==> config.mk <==
export PLATFORM = sky130hd
export DESIGN_NAME = one_pin_vout_scaling_link
export DESIGN_NICKNAME = d
export VERILOG_FILES = /design/src/design/vscale_pkg.sv /design/src/design/bit_meas_if.sv /design/src/design/pulse_ratio_decoder.sv /design/src/design/one_pin_vout_scaling_link.sv
export VERILOG_INCLUDE_DIRS = /design/src /design/src/design
export SDC_FILE = /design/constraint.sdc
export NUM_CORES = 1
export LEC_CHECK = 0
export BUFFER_PORTS_ARGS = -buffer_cell sky130_fd_sc_hd__buf_4
export CORE_UTILIZATION = 35
export DETAILED_ROUTE_END_ITERATION = 7
export PLACE_DENSITY = 0.55
export SYNTH_ARGS = -nofsm -noshare
export SYNTH_HDL_FRONTEND = slang
export SYNTH_SLANG_ARGS = --single-unit
export TNS_END_PERCENT = 20
==> constraint.sdc <==
create_clock -name MCLK -period 3.4 [get_ports MCLK]
set_input_delay 0.17 -clock MCLK [delete_from_list [all_inputs] [get_ports MCLK]]
set_output_delay 0.17 -clock MCLK [all_outputs]
set_load 0.05 [all_outputs]
==> src/design/vscale_consts.svh <==
// timing, field and reset constants for the one-pin voltage scaling link
`ifndef VSCALE_CONSTS_SVH
`define VSCALE_CONSTS_SVH

// ----------------------------------------------------------------------
// clock and time figures
// ----------------------------------------------------------------------
`define CLK_MHZ           125
`define MODE_TIMEOUT_US   520
`define STARTUP_US        170
`define STREAM_CLOSE_NS   2000
`define START_HOLD_NS     2000
`define ACK_VALID_NS      4000
`define ACK_PULSE_US      400
`define SW_FREQ_KHZ       2250

// ----------------------------------------------------------------------
// derived cycle counts (least times round up, longest round down)
// ----------------------------------------------------------------------
`define MODE_TIMEOUT_CYC  (`MODE_TIMEOUT_US * `CLK_MHZ)
`define STARTUP_CYC       (`STARTUP_US * `CLK_MHZ)
`define STREAM_CLOSE_CYC  ((`STREAM_CLOSE_NS * `CLK_MHZ + 999) / 1000)
`define START_HOLD_CYC    ((`START_HOLD_NS * `CLK_MHZ + 999) / 1000)
`define ACK_VALID_CYC     ((`ACK_VALID_NS * `CLK_MHZ + 999) / 1000)
`define ACK_PULSE_CYC     (`ACK_PULSE_US * `CLK_MHZ)
`define SW_PERIOD_CYC     ((`CLK_MHZ * 1000) / `SW_FREQ_KHZ)
`define SOFT_START_CYC    2000

// ----------------------------------------------------------------------
// widths, field positions and reset values
// ----------------------------------------------------------------------
`define MEAS_W            17
`define BYTE_BITS         8
`define DATA_ACK_BIT      7
`define DATA_SEL_HI       6
`define DATA_SEL_LO       5
`define SETTING_W         5
`define SETTING1_RESET    5'h00
`define SETTING2_RESET    5'h00

`endif

==> src/design/vscale_pkg.sv <==
// types shared by the voltage scaling link modules
`include "vscale_consts.svh"
package vscale_pkg;
  // receiver sequence states
  typedef enum logic [2:0]
  {
    S_IDLE  = 3'b000,
    S_ADDR  = 3'b001,
    S_DATA  = 3'b010,
    S_CLOSE = 3'b011,
    S_ACK   = 3'b100
  } rx_state_e;
  // register-select codes of the data byte
  typedef enum logic [1:0]
  {
    SEL_CONV1 = 2'b00,
    SEL_ALT1  = 2'b01,
    SEL_CONV2 = 2'b10,
    SEL_RSVD  = 2'b11
  } reg_select_e;
  // duration counter word
  typedef logic [`MEAS_W-1:0] meas_t;
endpackage

==> src/design/bit_meas_if.sv <==
// measurement results passed from the bit decoder to the link core
`timescale 1ns/10ps
interface bit_meas_if;
  logic seg_done;     // falling edge closed a measured interval
  logic seg_one;      // high at least twice low
  logic seg_zero;     // low at least twice high
  logic close_ok;     // low part long enough to close a byte
  logic start_ok;     // high part long enough for a start
  logic low_timeout;  // line held low for the mode delay
  modport decoder (output seg_done, seg_one, seg_zero, close_ok, start_ok, low_timeout);
  modport core    (input  seg_done, seg_one, seg_zero, close_ok, start_ok, low_timeout);
endinterface

==> src/design/pulse_ratio_decoder.sv <==
// falling-edge to falling-edge duty ratio bit decoder
`timescale 1ns/10ps
`include "vscale_consts.svh"
module pulse_ratio_decoder
  import vscale_pkg::*;
#(
  parameter int TIMEOUT_CYC = `MODE_TIMEOUT_CYC,
  parameter int CLOSE_CYC   = `STREAM_CLOSE_CYC,
  parameter int START_CYC   = `START_HOLD_CYC
)
(
  // clock and reset
  input  wire logic clk,
  input  wire logic rst_n,
  // control and line level (already synchronised)
  input  wire logic enable,
  input  wire logic line,
  // results
  bit_meas_if.decoder m
);

  // ----------------------------------------------------------------------
  // elaboration checks
  // ----------------------------------------------------------------------
  if (TIMEOUT_CYC < 2 || TIMEOUT_CYC >= (1 << `MEAS_W))
  begin : g_bad_timeout
    $error("timeout does not fit the duration counter");
  end

  logic  line_q;    // previous line level
  logic  armed;     // a falling edge opened an interval
  meas_t low_cnt;   // cycles low in current interval
  meas_t high_cnt;  // cycles high in current interval
  logic  fall;      // falling edge seen this cycle

  assign fall = line_q & ~line;

  // ----------------------------------------------------------------------
  // edge history
  // ----------------------------------------------------------------------
  always_ff @(posedge clk)
  begin
    if (!rst_n)
      line_q <= 1'b1;
    else
      line_q <= line;
  end

  // ----------------------------------------------------------------------
  // duration counters, restarted on every falling edge
  // ----------------------------------------------------------------------
  // the low counter runs even when not armed so the mode delay also
  // elapses after the line was simply pulled down from idle
  always_ff @(posedge clk)
  begin
    if (!rst_n || !enable)
    begin
      armed    <= 1'b0;
      low_cnt  <= '0;
      high_cnt <= '0;
    end
    else if (fall)
    begin
      armed    <= 1'b1;
      low_cnt  <= meas_t'(1);
      high_cnt <= '0;
    end
    else if (!line)
    begin
      if (low_cnt == meas_t'(TIMEOUT_CYC - 1))
        armed <= 1'b0;                   // long low ends any bit stream
      if (low_cnt != meas_t'(TIMEOUT_CYC))
        low_cnt <= low_cnt + meas_t'(1);
    end
    else if (high_cnt != '1)
      high_cnt <= high_cnt + meas_t'(1); // saturate on long idle high
  end

  // ----------------------------------------------------------------------
  // ratio decision, reported one cycle after the closing edge
  // ----------------------------------------------------------------------
  always_ff @(posedge clk)
  begin
    if (!rst_n || !enable)
    begin
      m.seg_done    <= 1'b0;
      m.seg_one     <= 1'b0;
      m.seg_zero    <= 1'b0;
      m.close_ok    <= 1'b0;
      m.start_ok    <= 1'b0;
      m.low_timeout <= 1'b0;
    end
    else
    begin
      m.seg_done    <= fall & armed;
      m.seg_one     <= ({1'b0, high_cnt} >= {low_cnt, 1'b0}) && (high_cnt != '0);
      m.seg_zero    <= ({1'b0, low_cnt} >= {high_cnt, 1'b0}) && (low_cnt != '0);
      m.close_ok    <= low_cnt >= meas_t'(CLOSE_CYC);
      m.start_ok    <= high_cnt >= meas_t'(START_CYC);
      m.low_timeout <= !line && (low_cnt == meas_t'(TIMEOUT_CYC - 1));
    end
  end

endmodule

==> src/design/one_pin_vout_scaling_link.sv <==
// control logic of the dual step-down converter with one-pin setting link
`timescale 1ns/10ps
`include "vscale_consts.svh"
module one_pin_vout_scaling_link
  import vscale_pkg::*;
#(
  parameter logic [7:0]           OWN_ADDRESS      = 8'h5A, // arbitrary value
  parameter int                   MODE_TIMEOUT_CYC = `MODE_TIMEOUT_CYC,
  parameter int                   STARTUP_CYC      = `STARTUP_CYC,
  parameter int                   ACK_PULSE_CYC    = `ACK_PULSE_CYC,
  parameter int                   SOFT_START_CYC   = `SOFT_START_CYC,
  parameter logic [`SETTING_W-1:0] SETTING1_DEFAULT = `SETTING1_RESET,
  parameter logic [`SETTING_W-1:0] SETTING2_DEFAULT = `SETTING2_RESET
)
(
  // clock and reset
  input  wire logic                  MCLK,
  input  wire logic                  RESET_N,
  // shared mode/data pin, open drain
  input  wire logic                  MODE_DATA_IN,
  output logic                       MODE_DATA_OUT,
  output logic                       MODE_DATA_OE_N,
  // converter enables and supervisors
  input  wire logic                  CONVERTER1_ENABLE,
  input  wire logic                  CONVERTER2_ENABLE,
  input  wire logic                  UNDER_VOLTAGE,
  input  wire logic                  OVER_TEMP,
  // per-converter analog comparators, index 0 is converter 1
  input  wire logic [1:0]            HS_LIMIT,
  input  wire logic [1:0]            LS_LIMIT,
  input  wire logic [1:0]            PWM_TRIP,
  input  wire logic [1:0]            LIGHT_LOAD,
  // power switch gates
  output logic [1:0]                 HS_ON,
  output logic [1:0]                 LS_ON,
  // converter status
  output logic [1:0]                 SOFT_START,
  output logic                       POWER_SAVE,
  output logic                       RX_READY,
  // voltage settings
  output logic [`SETTING_W-1:0]      CONVERTER1_VOLTAGE_SETTING,
  output logic [`SETTING_W-1:0]      CONVERTER2_VOLTAGE_SETTING
);

  // ----------------------------------------------------------------------
  // elaboration checks and local constants
  // ----------------------------------------------------------------------
  localparam int NSYNC     = 13;
  localparam int CLOSE_CYC = `STREAM_CLOSE_CYC;
  localparam int VALID_CYC = `ACK_VALID_CYC;
  localparam int PERIOD    = `SW_PERIOD_CYC;

  if (VALID_CYC <= CLOSE_CYC || ACK_PULSE_CYC < 1 || STARTUP_CYC < 1 ||
      ACK_PULSE_CYC >= (1 << `MEAS_W) || STARTUP_CYC >= (1 << `MEAS_W) ||
      SOFT_START_CYC < 1 || SOFT_START_CYC >= (1 << `MEAS_W))
  begin : g_bad_counts
    $error("timing counts cannot be served by the counters");
  end

  // ----------------------------------------------------------------------
  // input synchronisers
  // ----------------------------------------------------------------------
  logic [NSYNC-1:0] sync1;    // first stage, read by sync2 only
  logic [NSYNC-1:0] sync2;    // stable copies
  logic             line;     // mode/data level
  logic             ot;       // over-temperature
  logic             uvlo;     // supply below lockout
  logic [1:0]       en;       // converter enables
  logic [1:0]       ls_lim;   // low-side over limit
  logic [1:0]       hs_lim;   // high-side over limit
  logic [1:0]       trip;     // regulation comparator ends on-time
  logic [1:0]       light;    // light load seen

  // all comparator and pin levels are asynchronous to the clock
  always_ff @(posedge MCLK)
  begin
    if (!RESET_N)
    begin
      sync1 <= {1'b1, {(NSYNC-1){1'b0}}}; // pin idles high, so no false fall
      sync2 <= {1'b1, {(NSYNC-1){1'b0}}};
    end
    else
    begin
      sync1 <= {MODE_DATA_IN, OVER_TEMP, UNDER_VOLTAGE, CONVERTER2_ENABLE,
                CONVERTER1_ENABLE, LS_LIMIT, HS_LIMIT, PWM_TRIP, LIGHT_LOAD};
      sync2 <= sync1;
    end
  end

  assign {line, ot, uvlo, en, ls_lim, hs_lim, trip, light} = sync2;

  // ----------------------------------------------------------------------
  // shutdown and receiver startup
  // ----------------------------------------------------------------------
  logic  active;     // some converter enabled, supply good
  meas_t start_cnt;  // startup delay counter

  assign active = (en[0] | en[1]) & ~uvlo;

  // counter restarts each time the part leaves shutdown
  always_ff @(posedge MCLK)
  begin
    if (!RESET_N || !active)
    begin
      start_cnt <= '0;
      RX_READY  <= 1'b0;
    end
    else if (start_cnt != meas_t'(STARTUP_CYC - 1))
      start_cnt <= start_cnt + meas_t'(1);
    else
      RX_READY  <= 1'b1;
  end

  // ----------------------------------------------------------------------
  // bit decoder
  // ----------------------------------------------------------------------
  bit_meas_if meas ();
  rx_state_e  state;     // receiver sequence
  logic       dec_en;    // decoder listens to the line

  // decoder is deaf while a byte closes or our own ack pulls the line
  assign dec_en = active && (state != S_CLOSE) && (state != S_ACK);

  pulse_ratio_decoder #(
    .TIMEOUT_CYC (MODE_TIMEOUT_CYC),
    .CLOSE_CYC   (CLOSE_CYC),
    .START_CYC   (`START_HOLD_CYC)
  ) u_decoder (
    .clk    (MCLK),
    .rst_n  (RESET_N),
    .enable (dec_en),
    .line   (line),
    .m      (meas.decoder)
  );

  // ----------------------------------------------------------------------
  // receiver sequence
  // ----------------------------------------------------------------------
  logic [3:0]  bit_cnt;   // bits taken in current byte
  logic [7:0]  shreg;     // incoming byte, msb first
  logic [7:0]  addr_q;    // captured address byte
  logic        bad;       // some bit or delimiter was malformed
  meas_t       wait_cnt;  // cycles since last falling edge / ack start
  logic [1:0]  sel;       // register select of data byte
  logic        good;      // transaction fit for a write
  logic        commit;    // write strobe

  assign sel    = {shreg[`DATA_SEL_HI], shreg[`DATA_SEL_LO]};
  assign good   = !bad && (addr_q == OWN_ADDRESS) &&
                  (sel == SEL_CONV1 || sel == SEL_CONV2);
  assign commit = (state == S_CLOSE) && !line && good &&
                  (wait_cnt == meas_t'(CLOSE_CYC - 1));

  always_ff @(posedge MCLK)
  begin
    if (!RESET_N || !RX_READY)
    begin
      state          <= S_IDLE;
      bit_cnt        <= '0;
      shreg          <= '0;
      addr_q         <= '0;
      bad            <= 1'b0;
      wait_cnt       <= '0;
      MODE_DATA_OE_N <= 1'b1;
    end
    else
    begin
      case (state)
        S_IDLE:
        begin
          // first measured interval is the first address bit
          if (meas.seg_done)
          begin
            shreg   <= {shreg[6:0], meas.seg_one};
            bit_cnt <= 4'h1;
            bad     <= ~(meas.seg_one | meas.seg_zero);
            state   <= S_ADDR;
          end
        end
        S_ADDR, S_DATA:
        begin
          if (meas.low_timeout)
            state <= S_IDLE;                  // stream abandoned
          else if (meas.seg_done && bit_cnt < 4'(`BYTE_BITS))
          begin
            shreg   <= {shreg[6:0], meas.seg_one};
            bit_cnt <= bit_cnt + 4'h1;
            bad     <= bad | ~(meas.seg_one | meas.seg_zero);
            if (state == S_DATA && bit_cnt == 4'(`BYTE_BITS - 1))
            begin
              wait_cnt <= '0;
              state    <= S_CLOSE;            // 16th bit done
            end
          end
          else if (meas.seg_done)
          begin
            // interval after the address byte is close plus start
            bad     <= bad | ~(meas.close_ok & meas.start_ok);
            addr_q  <= shreg;
            bit_cnt <= '0;
            state   <= S_DATA;
          end
        end
        S_CLOSE:
        begin
          wait_cnt <= wait_cnt + meas_t'(1);
          if (line && wait_cnt < meas_t'(CLOSE_CYC))
            state <= S_IDLE;                  // not correctly terminated
          else if (wait_cnt == meas_t'(CLOSE_CYC - 1) &&
                   !(good && shreg[`DATA_ACK_BIT]))
            state <= S_IDLE;
          else if (wait_cnt == meas_t'(VALID_CYC - 1))
          begin
            wait_cnt       <= '0;
            MODE_DATA_OE_N <= 1'b0;           // pull the line low
            state          <= S_ACK;
          end
        end
        S_ACK:
        begin
          wait_cnt <= wait_cnt + meas_t'(1);
          if (wait_cnt == meas_t'(ACK_PULSE_CYC - 1))
          begin
            MODE_DATA_OE_N <= 1'b1;           // release after bounded pulse
            state          <= S_IDLE;
          end
        end
        default:
          state <= S_IDLE;
      endcase
    end
  end

  // driven level is always low; the enable alone makes the pulse
  always_ff @(posedge MCLK)
  begin
    MODE_DATA_OUT <= 1'b0;
  end

  // ----------------------------------------------------------------------
  // voltage setting registers
  // ----------------------------------------------------------------------
  // only reset and lockout reload them; shutdown keeps written values
  always_ff @(posedge MCLK)
  begin
    if (!RESET_N || uvlo)
    begin
      CONVERTER1_VOLTAGE_SETTING <= SETTING1_DEFAULT;
      CONVERTER2_VOLTAGE_SETTING <= SETTING2_DEFAULT;
    end
    else if (commit && sel == SEL_CONV1)
      CONVERTER1_VOLTAGE_SETTING <= shreg[`SETTING_W-1:0];
    else if (commit && sel == SEL_CONV2)
      CONVERTER2_VOLTAGE_SETTING <= shreg[`SETTING_W-1:0];
  end

  // ----------------------------------------------------------------------
  // operating mode
  // ----------------------------------------------------------------------
  logic ps_armed;  // timeout seen since line went low

  always_ff @(posedge MCLK)
  begin
    if (!RESET_N || line)
      ps_armed <= 1'b0;
    else if (meas.low_timeout)
      ps_armed <= 1'b1;
  end

  // reception keeps forced PWM even while the line is low
  always_ff @(posedge MCLK)
  begin
    if (!RESET_N)
      POWER_SAVE <= 1'b0;
    else
      POWER_SAVE <= ps_armed && !line && (state == S_IDLE);
  end

  // ----------------------------------------------------------------------
  // switching phase, one shared period for both converters
  // ----------------------------------------------------------------------
  logic [7:0] phase;  // position in switching period

  always_ff @(posedge MCLK)
  begin
    if (!RESET_N || !active)
      phase <= '0;
    else if (phase == 8'(PERIOD - 1))
      phase <= '0;
    else
      phase <= phase + 8'h01;
  end

  // ----------------------------------------------------------------------
  // per-converter switch control
  // ----------------------------------------------------------------------
  for (genvar i = 0; i < 2; i++)
  begin : g_conv
    logic  run;       // converter allowed to switch
    logic  hold;      // high side barred after current limit
    logic  skip;      // pulse skipping at light load
    logic  start;     // turn-on instant of this converter
    logic  next_hs;   // high side next cycle
    meas_t ss_cnt;    // soft start progress

    assign run   = active & en[i] & ~ot;
    assign skip  = POWER_SAVE & light[i];
    assign start = (phase == 8'(i * (PERIOD / 2)));

    // limit set wins over release in the same cycle
    always_ff @(posedge MCLK)
    begin
      if (!RESET_N || !run)
        hold <= 1'b0;
      else if (hs_lim[i])
        hold <= 1'b1;
      else if (!ls_lim[i])
        hold <= 1'b0;
    end

    always_comb
    begin
      if (!run || hs_lim[i] || trip[i])
        next_hs = 1'b0;
      else if (start && !hold && !skip)
        next_hs = 1'b1;
      else
        next_hs = HS_ON[i];
    end

    // low side fills the rest of the period, idles while skipping unless the high side is held off
    always_ff @(posedge MCLK)
    begin
      if (!RESET_N)
      begin
        HS_ON[i] <= 1'b0;
        LS_ON[i] <= 1'b0;
      end
      else
      begin
        HS_ON[i] <= next_hs;
        LS_ON[i] <= run && !next_hs && (hold || !skip);
      end
    end

    // soft start flag from each enable rise
    always_ff @(posedge MCLK)
    begin
      if (!RESET_N || !run)
      begin
        ss_cnt        <= '0;
        SOFT_START[i] <= 1'b0;
      end
      else if (ss_cnt != meas_t'(SOFT_START_CYC))
      begin
        ss_cnt        <= ss_cnt + meas_t'(1);
        SOFT_START[i] <= (ss_cnt != meas_t'(SOFT_START_CYC - 1));
      end
    end
  end

endmodule

; Word level (Yosys, flattened, before mapping)
; Cells that the tools add are included.
; W data, S select, Z words.
[op_classes]
n_addsub = 8
n_bitwise = 22
reduce_logical = 80
magnitude_cmp = 6
mux = 50
eq_ne = 37
[op_table]
columns = op, n
row1 = $add A17 B1 Y17 const B, 6
row2 = $mux W17, 6
row3 = $ne A17 B11 Y1 const B, 4
row4 = $pmux W17 S3, 1
row5 = $ge A17 B18 Y1, 2
row6 = $eq A17 B16 Y1 const B, 2
row7 = $ge A17 B8 Y1 const B, 2
row8 = $reduce_bool A17 Y1, 2
row9 = $logic_and A1 B1 Y1, 27
row10 = $mux W3, 9
row11 = $mux W8, 3
row12 = $mux W1, 22
row13 = $eq A17 B8 Y1 const B, 1
row14 = $eq A17 B9 Y1 const B, 1
row15 = $lt A17 B8 Y1 const B, 1
row16 = $ne A17 B15 Y1 const B, 1
row17 = $ne A17 B16 Y1 const B, 1
row18 = $ne A17 B17 Y1 const B, 1
row19 = $mux W4, 4
row20 = $ne A2 B2 Y1 const B, 8
row21 = $pmux W8 S2, 1
row22 = $reduce_and A4 Y1, 4
row23 = $logic_not A1 Y1, 15
row24 = $logic_or A1 B1 Y1, 14
row25 = 31 further kinds, 65
[word_totals]
elab_cells = 240
regBits = 190
out_inout_bits = 20

; Longest topological paths before layout
; Gate-level depths: netlist of the first run.
[depth]
ltp_word = 11
depth_mapped = 13
depth_no_buf = 12

; Cells and area by module
; From an unflattened synthesis of the first run, not the netlist that was laid out.
[unflattened]
cells_unflattened = 1007
area_unflattened_um2 = 8906.0
[modules_own_cells]
columns = module, cells_each, n_inst, area_each_um2, seq_area_each_um2
row1 = one_pin_vout_scaling_link, 689, 1, 6243.5, 2962.8
row2 = pulse_ratio_decoder, 318, 1, 2662.6, 840.8

; Worst setup path before layout of the first run
; No wires, ideal clock.
[synth_timing]
kind = register -> register
start = register u_decoder.high_cnt[8]
end = register u_decoder.high_cnt[8]
setup_time_ps = 70
synth_period_minus_slack_ps = 2449
t_arrival_ps = 2380
slack_ps = 951
n_path_buf = 1
required_ps = 3330
stages_incl_launch_ff = 13
cell_sequence = dfxtp_1 -> and3_1 -> and3_1 -> and3_1 -> nand3_1 -> nor3_1 -> ha_1 -> nor2b_1 -> clkbuf_1 -> nand3_1 -> or2_2 -> or3_1 -> a21oi_1
[synth_between]
elab_chain_len = 2
[synth_rtl]
columns = item, line_no
row1 = "start, declared", pulse_ratio_decoder.sv:33  ; meas_t high_cnt;
row2 = "start signal, assigned", pulse_ratio_decoder.sv:76  ; high_cnt <= high_cnt + meas_t'(1);
row3 = "parallel branches: the longest is 2 deep, another holds $add A17 B1 Y17", n/a
; Several ways; the timed one is not identified.
; A chain may end at the register's enable or synchronous reset.

; Worst setup path in the final report of the first run
[layout_timing]
start = register u_decoder.high_cnt[8]
end = register u_decoder.high_cnt[15]
; The elaborated chain is that of the path after synthesis.

==> results.json, run 1 <==
{
  "outcome": "finished clean",
  "worst_ep_required_time_ns": 3.71,
  "final_util_pct": 41.1,
  "grt_setup_unrepaired": "no",
  "ys_types": 56,
  "hold_viol": 0,
  "nFillCells": 2489,
  "syn_area_um2": 8870,
  "r2r_start": "u_decoder.high_cnt[8]$_SDFFE_PP0P_",
  "synth_area_leaders": "dfxtp_1, ha_1, nor2_1",
  "yosysWarningCount": 0,
  "finalNetCount": 1136,
  "drt_wl_total_mm": 18.7,
  "ir_worst_vdd_uv": 274,
  "crit_fanout": 7,
  "synth-async-reset-ratio_pct": 0,
  "power_density_nw_per_um2": 424,
  "yosysTopAreaCell": "dfxtp_1",
  "hpwl_mm": 13.2,
  "antenna_found_initial": 0,
  "drtPass1Iterations": 5,
  "root_buffer": "clkbuf_16",
  "grt_overflow": 0,
  "setup_viol": 0,
  "drc": 0,
  "finalSetupTns_ns": 0,
  "clkTransAtPathRegs_ns": 0.07,
  "hold_start": "RESET_N",
  "seq_area_frac_synth_pct": 42.9,
  "die_x_um": 161,
  "synth.avg_cell_area_um2": 8.54,
  "setup.worst_path.end_class": "flop",
  "vias_per_cell": 4.95,
  "skew_ns": 0.0125,
  "rows": 57,
  "cp-endpoint": "u_decoder.high_cnt[15]$_SDFFE_PP0P_",
  "p_seq_share_pct": 52.7,
  "drive_gt1_share_pct": 7.10,
  "ant_nets": 0,
  "max-slew-margin-rel_pct": 34.9,
  "synthFlopType": "dfxtp_1",
  "wl_per_cell_um": 13.3,
  "leakage_nw": 3.51,
  "grt_use_total_pct": 15.0,
  "clock_power_share_pct": 45.1,
  "fmax_mhz": 379,
  "fin_crit_ns": 2.64,
  "synth_edf_count": 0,
  "antennaDiodeCount": 0,
  "io_buffer_count": 33,
  "grt_max_degree": 35,
  "worst-setup-path-type": "reg -> reg",
  "first_iter_violations": 371,
  "die_area_um2": 26000,
  "syn-instance-count": 1038,
  "rrSetupSlack_ns": 0.76,
  "cts_tree": "built",
  "synth_top_area_share_pct": 42.9,
  "num_vias": 6963,
  "grt_pass1_vias": 6590,
  "syn_nets": 1103,
  "area_growth_pct": 13.9,
  "critPathLaunchType": "flop",
  "start_util_pct": 36.0,
  "switchingPower_mw": 1.02,
  "postCtsSetupRepairBufs": 0,
  "cts_sinks": 190,
  "critPathLaunch": "u_decoder.high_cnt[8]$_SDFFE_PP0P_",
  "comb_power_share_pct": 2.2,
  "htreeDepth": 4,
  "cts.path.max_buffers": 2,
  "hold_class": "in -> reg",
  "drv_cap": 0,
  "slew_viol_final": 0,
  "chipHeight_um": 161,
  "coreArea_um2": 24600,
  "worst_slew_pin_slew_ns": 0.974,
  "ioPinCount": 35,
  "arrival_ns": 2.95,
  "clk_latency_ns": 0.44,
  "r2r_end": "u_decoder.high_cnt[15]$_SDFFE_PP0P_",
  "grt_pass1_wl_mm": 32.2,
  "switching_share_pct": 23.8,
  "cts_made_buffers": 17,
  "synth-seq-cells": 190,
  "p_int_mw": 3.26,
  "routabilityCongestion": 0.810,
  "period_share_pct": 77.5,
  "rr_worst_depth": 13
}
-- how the worst min path moves through the flow --
stage | endpoint | slack [ns] | cells after the start
after global placement | sync1[12]$_SDFF_PN1_ | 0.36 | 2
after detailed placement | sync1[12]$_SDFF_PN1_ | 0.38 | 2
after floorplan | sync1[12]$_SDFF_PN1_ | 0.27 | 1
after global routing | sync1[12]$_SDFF_PN1_ | 0.10 | 2
after CTS | sync1[12]$_SDFF_PN1_ | 0.09 | 2
final | sync1[12]$_SDFF_PN1_ | 0.09 | 2
-- layout make-up --
class / instances / area [µm²] / share of cell area (%)
clock buffer: 17 / 425 / 4.21
multi-input combinational: 759 / 4710 / 46.6
clock inverter: 15 / 149 / 1.47
sequential: 190 / 3800 / 37.7
timing repair buffer: 51 / 415 / 4.11
inverter: 52 / 195 / 1.93
tap: 324 / 405 / 4.01
-- layer usage --
| metal | share of wire, % | GRT usage (%) |
|---|---|---|
| met1 | 52 | 20.9 |
| met2 | 43 | 23.2 |
| met3 | 3.2 | 2.98 |
| met4 | 1.3 | 5.06 |
| met5 | 0 | 0 |
-- Yosys cell counts, types with 5 or more instances --
library cell	count
dfxtp_1	190
nor2_1	158
nand2_1	64
a21oi_1	54
inv_1	51
ha_1	50
nand3_1	50
xnor2_1	45
nor3_1	39
nand4_1	35
xor2_1	35
and2_1	32
clkbuf_1	25
o21ai_0	25
mux2i_1	22
or3_1	22
and3_1	18
nor4_1	15
nand2b_1	13
nor2b_1	9
and4_1	7
buf_2	6
nor3b_1	5
nor4b_1	5
o21ai_1	5
-- worst max-delay path, stage by stage, from the launching register on --
cell and delay [ns]:
dfxtp_1 0.36, and3_1 0.22, and3_1 0.20, and3_1 0.22
nand3_1 0.10, nor3_1 0.06, ha_1 0.18, nor2b_1 0.15
buf_4 0.17, nand4_1 0.17, nor2_1 0.32, nand4_1 0.16
xnor2_1 0.17, nor2_1 0.05
-- per-stage QoR --
stage | total power [mW] | hold WS [ns] | cells | cell area [µm²] | setup slack, ns
final | 4.28 | 0.0882 | 1408 | 10100 | 0.763
after floorplan | 2.36 | 0.271 | 1038 | 8870 | 0.951
after CTS | 4.34 | 0.0851 | 1408 | 10100 | 0.738
after detailed placement | 2.39 | 0.376 | 1363 | 9400 | 0.769
after global routing | 4.45 | 0.100 | 1408 | 10100 | 0.477
after global placement | 2.39 | 0.364 | 1363 | 9400 | 0.833
-- power groups by stage --
stage,Clock [mW],Combinational (mW),Sequential [mW]
3_3_place_gp,0,0.0822,2.31
6_report,1.93,0.0925,2.26
5_1_grt,2.09,0.103,2.26
3_5_place_dp,0,0.0825,2.31
2_1_floorplan,0,0.0502,2.31
4_1_cts,1.99,0.0947,2.26
-- cells in the final DEF, fill, tap and decap left out, types with 5 or more instances in the layout --
cell	n
nor4_1	15
o21ai_1	5
nand3_1	50
nand4_1	35
xnor2_1	45
dlygate4sd3_1	13
xor2_1	35
nand2b_1	13
and4_1	7
o21ai_0	25
inv_1	51
nor4b_1	5
clkbuf_16	17
nor2b_1	9
or3_1	22
nor2_1	158
mux2i_1	22
ha_1	50
buf_4	38
and2_1	32
dfxtp_1	190
nor3b_1	5
nand2_1	64
and3_1	18
a21oi_1	54
nor3_1	39
-- kinds of logic (layout without fill, tap and decap cells) --
group / Yosys count / count (layout) / synth area share [%]
and+or+nand+nor: 492 / 492 / 28.1
DFF: 190 / 190 / 42.9
AOI/OAI and AO/OA: 114 / 114 / 7.46
buffers and inverters: 89 / 135 / 4.02
xor gates and xnor gates: 80 / 80 / 7.90
adders and majority gates: 50 / 50 / 7.05
muxes: 22 / 22 / 2.48
other: 1 / 1 / 0.0423
-- flip-flops by register name, summed over array words and instances, names as in the netlist, 3 cells and up --
name	count
addr_q	8
sync2	13
g_conv.ss_cnt	34
u_decoder.low_cnt	17
state	3
CONVERTER1_VOLTAGE_SETTING	5
phase	8
shreg	8
CONVERTER2_VOLTAGE_SETTING	5
sync1	13
wait_cnt	17
u_decoder.high_cnt	17
bit_cnt	4
start_cnt	17
-- timing repair --
action	in CTS	in global routing
endpoints found under the hold margin	13	0
hold buffers	13	0
resized for setup	0	0
No activity file was read; power rests on OpenSTA's default activity.
==> run 2: changes to the inputs <==
- PLACE_DENSITY: 0.55 -> 0.57
- clock period: 3.4 -> 2.23 ns (I/O delays scaled with it)
==> run 2 against run 1 <==
Compared with the run above: cell count grew 3.3%; utilization grew 2.0 points; non-clock buffer count grew 47; count of clock-buffer cells in the layout grew 1; design area grew 4.9%; first-iteration DRC count grew 19%; critical endpoint unchanged; largest power group unchanged; highest routed layer unchanged.
==> results.json, run 2 (synthesis results as in run 1) <==
{
  "outcome": "finished clean",
  "htreeDepth": 4,
  "drv_cap": 0,
  "final_common_cell": "dfxtp_1",
  "cts_made_buffers": 17,
  "largest_reg_flops": 34,
  "routabilityCongestion": 0.809,
  "fin_crit_ns": 2.21,
  "final_cell_area_um2": 10600,
  "slew_viol_final": 0,
  "hold_class": "in -> reg",
  "arrival_ns": 2.51,
  "period_share_pct": 99.0,
  "cts.path.max_buffers": 2,
  "drt_wl_total_mm": 19.0,
  "grt_pass1_wl_mm": 33.2,
  "power_mw": 6.85,
  "rows": 57,
  "finalHoldWorstSlack_ns": 0.167,
  "coreArea_um2": 24600,
  "vias_per_cell": 4.91,
  "critPathLaunchType": "flop",
  "setup_viol": 0,
  "rrSetupSlack_ns": 0.02,
  "first_iter_violations": 442,
  "power_density_nw_per_um2": 647,
  "clk_latency_ns": 0.43,
  "pre_cts_ws_ns": -0.111,
  "cp_slowest_cell": "dfxtp_2",
  "crit_fanout": 5,
  "hpwl_mm": 13.9,
  "slowest_delay_ns": 0.32,
  "finalSetupTns_ns": 0,
  "fin_ws_ns": 0.0221,
  "fmax_mhz": 453,
  "drtPass1Iterations": 5,
  "die_area_um2": 26000,
  "io_buffer_count": 33,
  "worst-setup-path-type": "reg -> reg",
  "grt_max_degree": 34,
  "grt_setup_unrepaired": "yes",
  "top_register": "g_conv.ss_cnt",
  "placed_area_um2": 9750,
  "ioPinCount": 35,
  "grt_pass1_vias": 6847,
  "cts_sinks": 190,
  "drc": 0,
  "grt_overflow": 0,
  "hold_viol": 0,
  "final_cells": 1455,
  "grt_use_total_pct": 15.4,
  "path_cells": "and3_4, and3_4, and3_4, nand3_2, nor3_2, ha_2, nor2b_4, nand4_1, nor2_1, buf_4, nand4_1, xnor2_1, nor2_1",
  "die_x_um": 161,
  "clkTransAtPathRegs_ns": 0.07,
  "max-slew-margin-rel_pct": 62.0,
  "worst_ep_required_time_ns": 2.53,
  "root_buffer": "clkbuf_16",
  "cp_common_cell": "and3_4",
  "antennaDiodeCount": 0,
  "setup.worst_path.end_class": "flop",
  "cts_tree": "built",
  "num_vias": 7141,
  "ant_nets": 0,
  "layout_common_cells": "dfxtp_1, nor2_1, buf_4, nand2_1, a21oi_1",
  "antenna_found_initial": 0,
  "leakage_nw": 3.81,
  "worst_slew_pin_slew_ns": 0.565,
  "skew_ns": 0.0160,
  "dpl.cell_count": 1407,
  "ir_worst_vdd_uv": 335,
  "finalNetCount": 1183,
  "wl_per_cell_um": 13.1,
  "drive_gt1_share_pct": 12.4,
  "critical-path-top-delay-family": "simple AND/OR/NAND/NOR gates",
  "start_util_pct": 36.0,
  "chipHeight_um": 161,
  "timing.critical_path.buf_inv": 1,
  "area_growth_pct": 19.5,
  "final_util_pct": 43.1
}
==> run 2: cell types whose count changed in the layout (fill, tap and decap cells not counted), moves of 3 or more <==
cell | previous run | this run
and3_1 | 18 | 15
and3_4 | 0 | 3
buf_4 | 38 | 85
clkinv_2 | 3 | 0
dfxtp_1 | 190 | 186
dfxtp_2 | 0 | 4
==> run 2: worst min-delay path: stages <==
cell and delay [ns]:
buf_4 0.13, buf_4 0.22, nand2b_1 0.10
==> run 2: where the power goes <==
group | switching, mW | internal, mW | total (mW)
sequential | 0.0146 | 3.42 | 3.43
combinational | 0.0836 | 0.0731 | 0.157
clock | 1.49 | 1.77 | 3.26
==> run 2: cell type report <==
| class | instances | area (µm²) |
|---|---|---|
| clock buffers | 18 | 439 |
| clock inverters | 14 | 208 |
| fillers | 2438 | 14000 |
| inverters | 52 | 195 |
| multi-input cells | 759 | 4770 |
| flip-flops and latches | 190 | 3810 |
| well taps | 324 | 405 |
| repair buffers | 98 | 768 |
==> run 2: path summary, 6_finish.rpt <==
kind / startpoint / end / cells past startpoint
worst max register to register: u_decoder.high_cnt[6]$_SDFFE_PP0P_ / u_decoder.high_cnt[15]$_SDFFE_PP0P_ / 13
worst max-delay path: u_decoder.high_cnt[6]$_SDFFE_PP0P_ / u_decoder.high_cnt[15]$_SDFFE_PP0P_ / 13
worst min-delay path: RESET_N / sync1[12]$_SDFF_PN1_ / 3
worst min register to register: sync1[12]$_SDFF_PN1_ / sync2[12]$_SDFF_PN1_ / 1
==> run 2: timing repair <==
| action | CTS | global route |
|---|---|---|
| pin swaps | 0 | 8 |
| hold buffers | 13 | 0 |
| endpoints found under the setup margin | 16 | 20 |
| buffers inserted | 1 | 2 |
| gates resized for setup | 6 | 5 |
| endpoints found under the hold margin | 13 | 0 |
| cloned | 0 | 0 |
==> run 2: routing by layer <==
metal  part of all wire (%)  vias to the layer above  GRT usage, %
met2                     45                       76          25.2
met3                    2.6                       13          2.70
met4                   0.81                        0          3.90
met5                      0                        -             0
met1                     51                     3312          21.0
li1                       -                     3740             -
==> run 3: changes to the inputs <==
- SETUP_SLACK_MARGIN: not set -> 0.05
- SLEW_MARGIN: not set -> 20
==> run 3 against run 2 <==
Compared with the run above: sequential power barely moved; utilization about the same; design area is essentially flat; hold slack improved by 0.0046 ns; clock skew fell by 0.0020 ns; non-clock buffer count unchanged; critical path depth shrank 7; largest cell class unchanged.
==> results.json, run 3 (synthesis results as in run 1) <==
{
  "coreArea_um2": 24600,
  "finalNetCount": 1183,
  "worst-setup-path-type": "reg -> reg",
  "outcome": "finished clean",
  "critPathLaunchType": "flop",
  "pre_cts_ws_ns": -0.0664,
  "chipHeight_um": 161,
  "setup.worst_path.end_class": "flop",
  "seqCellArea_um2": 3810,
  "finalSetupTns_ns": 0,
  "crit_fanout": 5,
  "ir_worst_vdd_uv": 384,
  "slew_viol_final": 0,
  "cts_made_buffers": 17,
  "io_buffer_count": 33,
  "drv_cap": 0,
  "ant_nets": 0,
  "layout_common_cells": "dfxtp_1, nor2_1, buf_4, nand2_1",
  "antenna_found_initial": 0,
  "rows": 57,
  "drive_gt1_share_pct": 13.2,
  "nFillCells": 2449,
  "dpl.cell_count": 1408,
  "final_util_pct": 43.0,
  "cts.path.max_buffers": 2,
  "area_growth_pct": 19.4,
  "first_iter_violations": 387,
  "hold_class": "in -> reg",
  "power_mw": 6.57,
  "drc": 0,
  "num_vias": 7190,
  "vias_per_cell": 4.94,
  "leakage_nw": 3.79,
  "cts_sinks": 190,
  "power_density_nw_per_um2": 620,
  "root_buffer": "clkbuf_16",
  "fmax_mhz": 453,
  "skew_ns": 0.0140,
  "final_cells": 1455,
  "setup_viol": 0,
  "die_x_um": 161,
  "hold_viol": 0,
  "worst_ep_required_time_ns": 2.55,
  "worst_slew_pin_slew_ns": 0.551,
  "routabilityCongestion": 0.809,
  "hpwl_mm": 13.7,
  "multiInputGateArea_um2": 4820,
  "grt_max_degree": 34,
  "largest_reg_flops": 34,
  "top_register": "g_conv.ss_cnt",
  "start_util_pct": 36.0,
  "antennaDiodeCount": 0,
  "grt_pass1_wl_mm": 32.8,
  "grt_setup_unrepaired": "yes",
  "die_area_um2": 26000,
  "final_cell_area_um2": 10600,
  "finalHoldWorstSlack_ns": 0.172,
  "max-slew-margin-rel_pct": 63.0,
  "grt_use_total_pct": 15.3,
  "clk_latency_ns": 0.44,
  "period_share_pct": 98.9,
  "rrSetupSlack_ns": 0.02,
  "clkTransAtPathRegs_ns": 0.07,
  "htreeDepth": 4,
  "placed_area_um2": 9770,
  "drt_wl_total_mm": 19.0,
  "ioPinCount": 35,
  "arrival_ns": 2.53,
  "fin_ws_ns": 0.0237,
  "cts_tree": "built",
  "grt_overflow": 0,
  "grt_pass1_vias": 6788,
  "wl_per_cell_um": 13.1,
  "final_common_cell": "dfxtp_1",
  "drtPass1Iterations": 5,
  "fin_crit_ns": 2.21
}
## run 3: cell types whose count changed in the layout (fill, tap and decap cells not counted), sizes merged
cell,previous run,this run
inv,60,59
clkinvlp,0,3
bufinv,2,0
## run 3: worst max-delay path, stage by stage, from the launching register on
cell and delay [ns]:
dfxtp_1 0.31, or4_4 0.55, or4_4 0.56, nor4_4 0.15, and2b_2 0.27, mux2i_1 0.20
nor2_1 0.06
## run 3: final timing paths
kind | startpoint | end | cells past startpoint
worst max-delay path | wait_cnt[10]$_SDFFE_PP0P_ | CONVERTER1_VOLTAGE_SETTING[3]$_SDFFE_PP0P_ | 6
worst min-delay path | RESET_N | sync1[12]$_SDFF_PN1_ | 3
worst max register to register | wait_cnt[10]$_SDFFE_PP0P_ | CONVERTER1_VOLTAGE_SETTING[3]$_SDFFE_PP0P_ | 6
worst min register to register | sync1[5]$_SDFF_PN0_ | sync2[5]$_SDFF_PN0_ | 1
## run 3: routing by layer
metal | wire length (µm) | GRT usage, % | vias up
met5 | 0 | 0 | -
met4 | 100 | 3.47 | 0
met3 | 459 | 3.00 | 8
met2 | 8800 | 25.3 | 89
met1 | 9650 | 20.5 | 3373
li1 | - | - | 3720
## run 3: timing repair
item | 4_1_cts | 5_1_grt
pin swaps | 0 | 11
endpoints found under the setup margin | 21 | 40
buffers inserted | 0 | 2
gates resized for setup | 5 | 15
hold buffers | 13 | 0
hold endpoints to repair | 13 | 0
## run 3: power by group
group	internal (mW)	switching, mW	leakage (nW)
logic	0.0732	0.0832	1.97
registers	3.42	0.0145	1.54
clock network	1.52	1.45	0.278
total	5.01	1.55	3.79
## run 3: final cells by class
| cell class | instances | area share, % |
|---|---|---|
| multi-input combinational | 759 | 45.6 |
| sequential | 190 | 36.0 |
| timing repair buffer | 98 | 7.29 |
| clock buffer | 18 | 4.15 |
| tap | 324 | 3.83 |
| inverter | 52 | 1.84 |
| clock inverter | 14 | 1.37 |
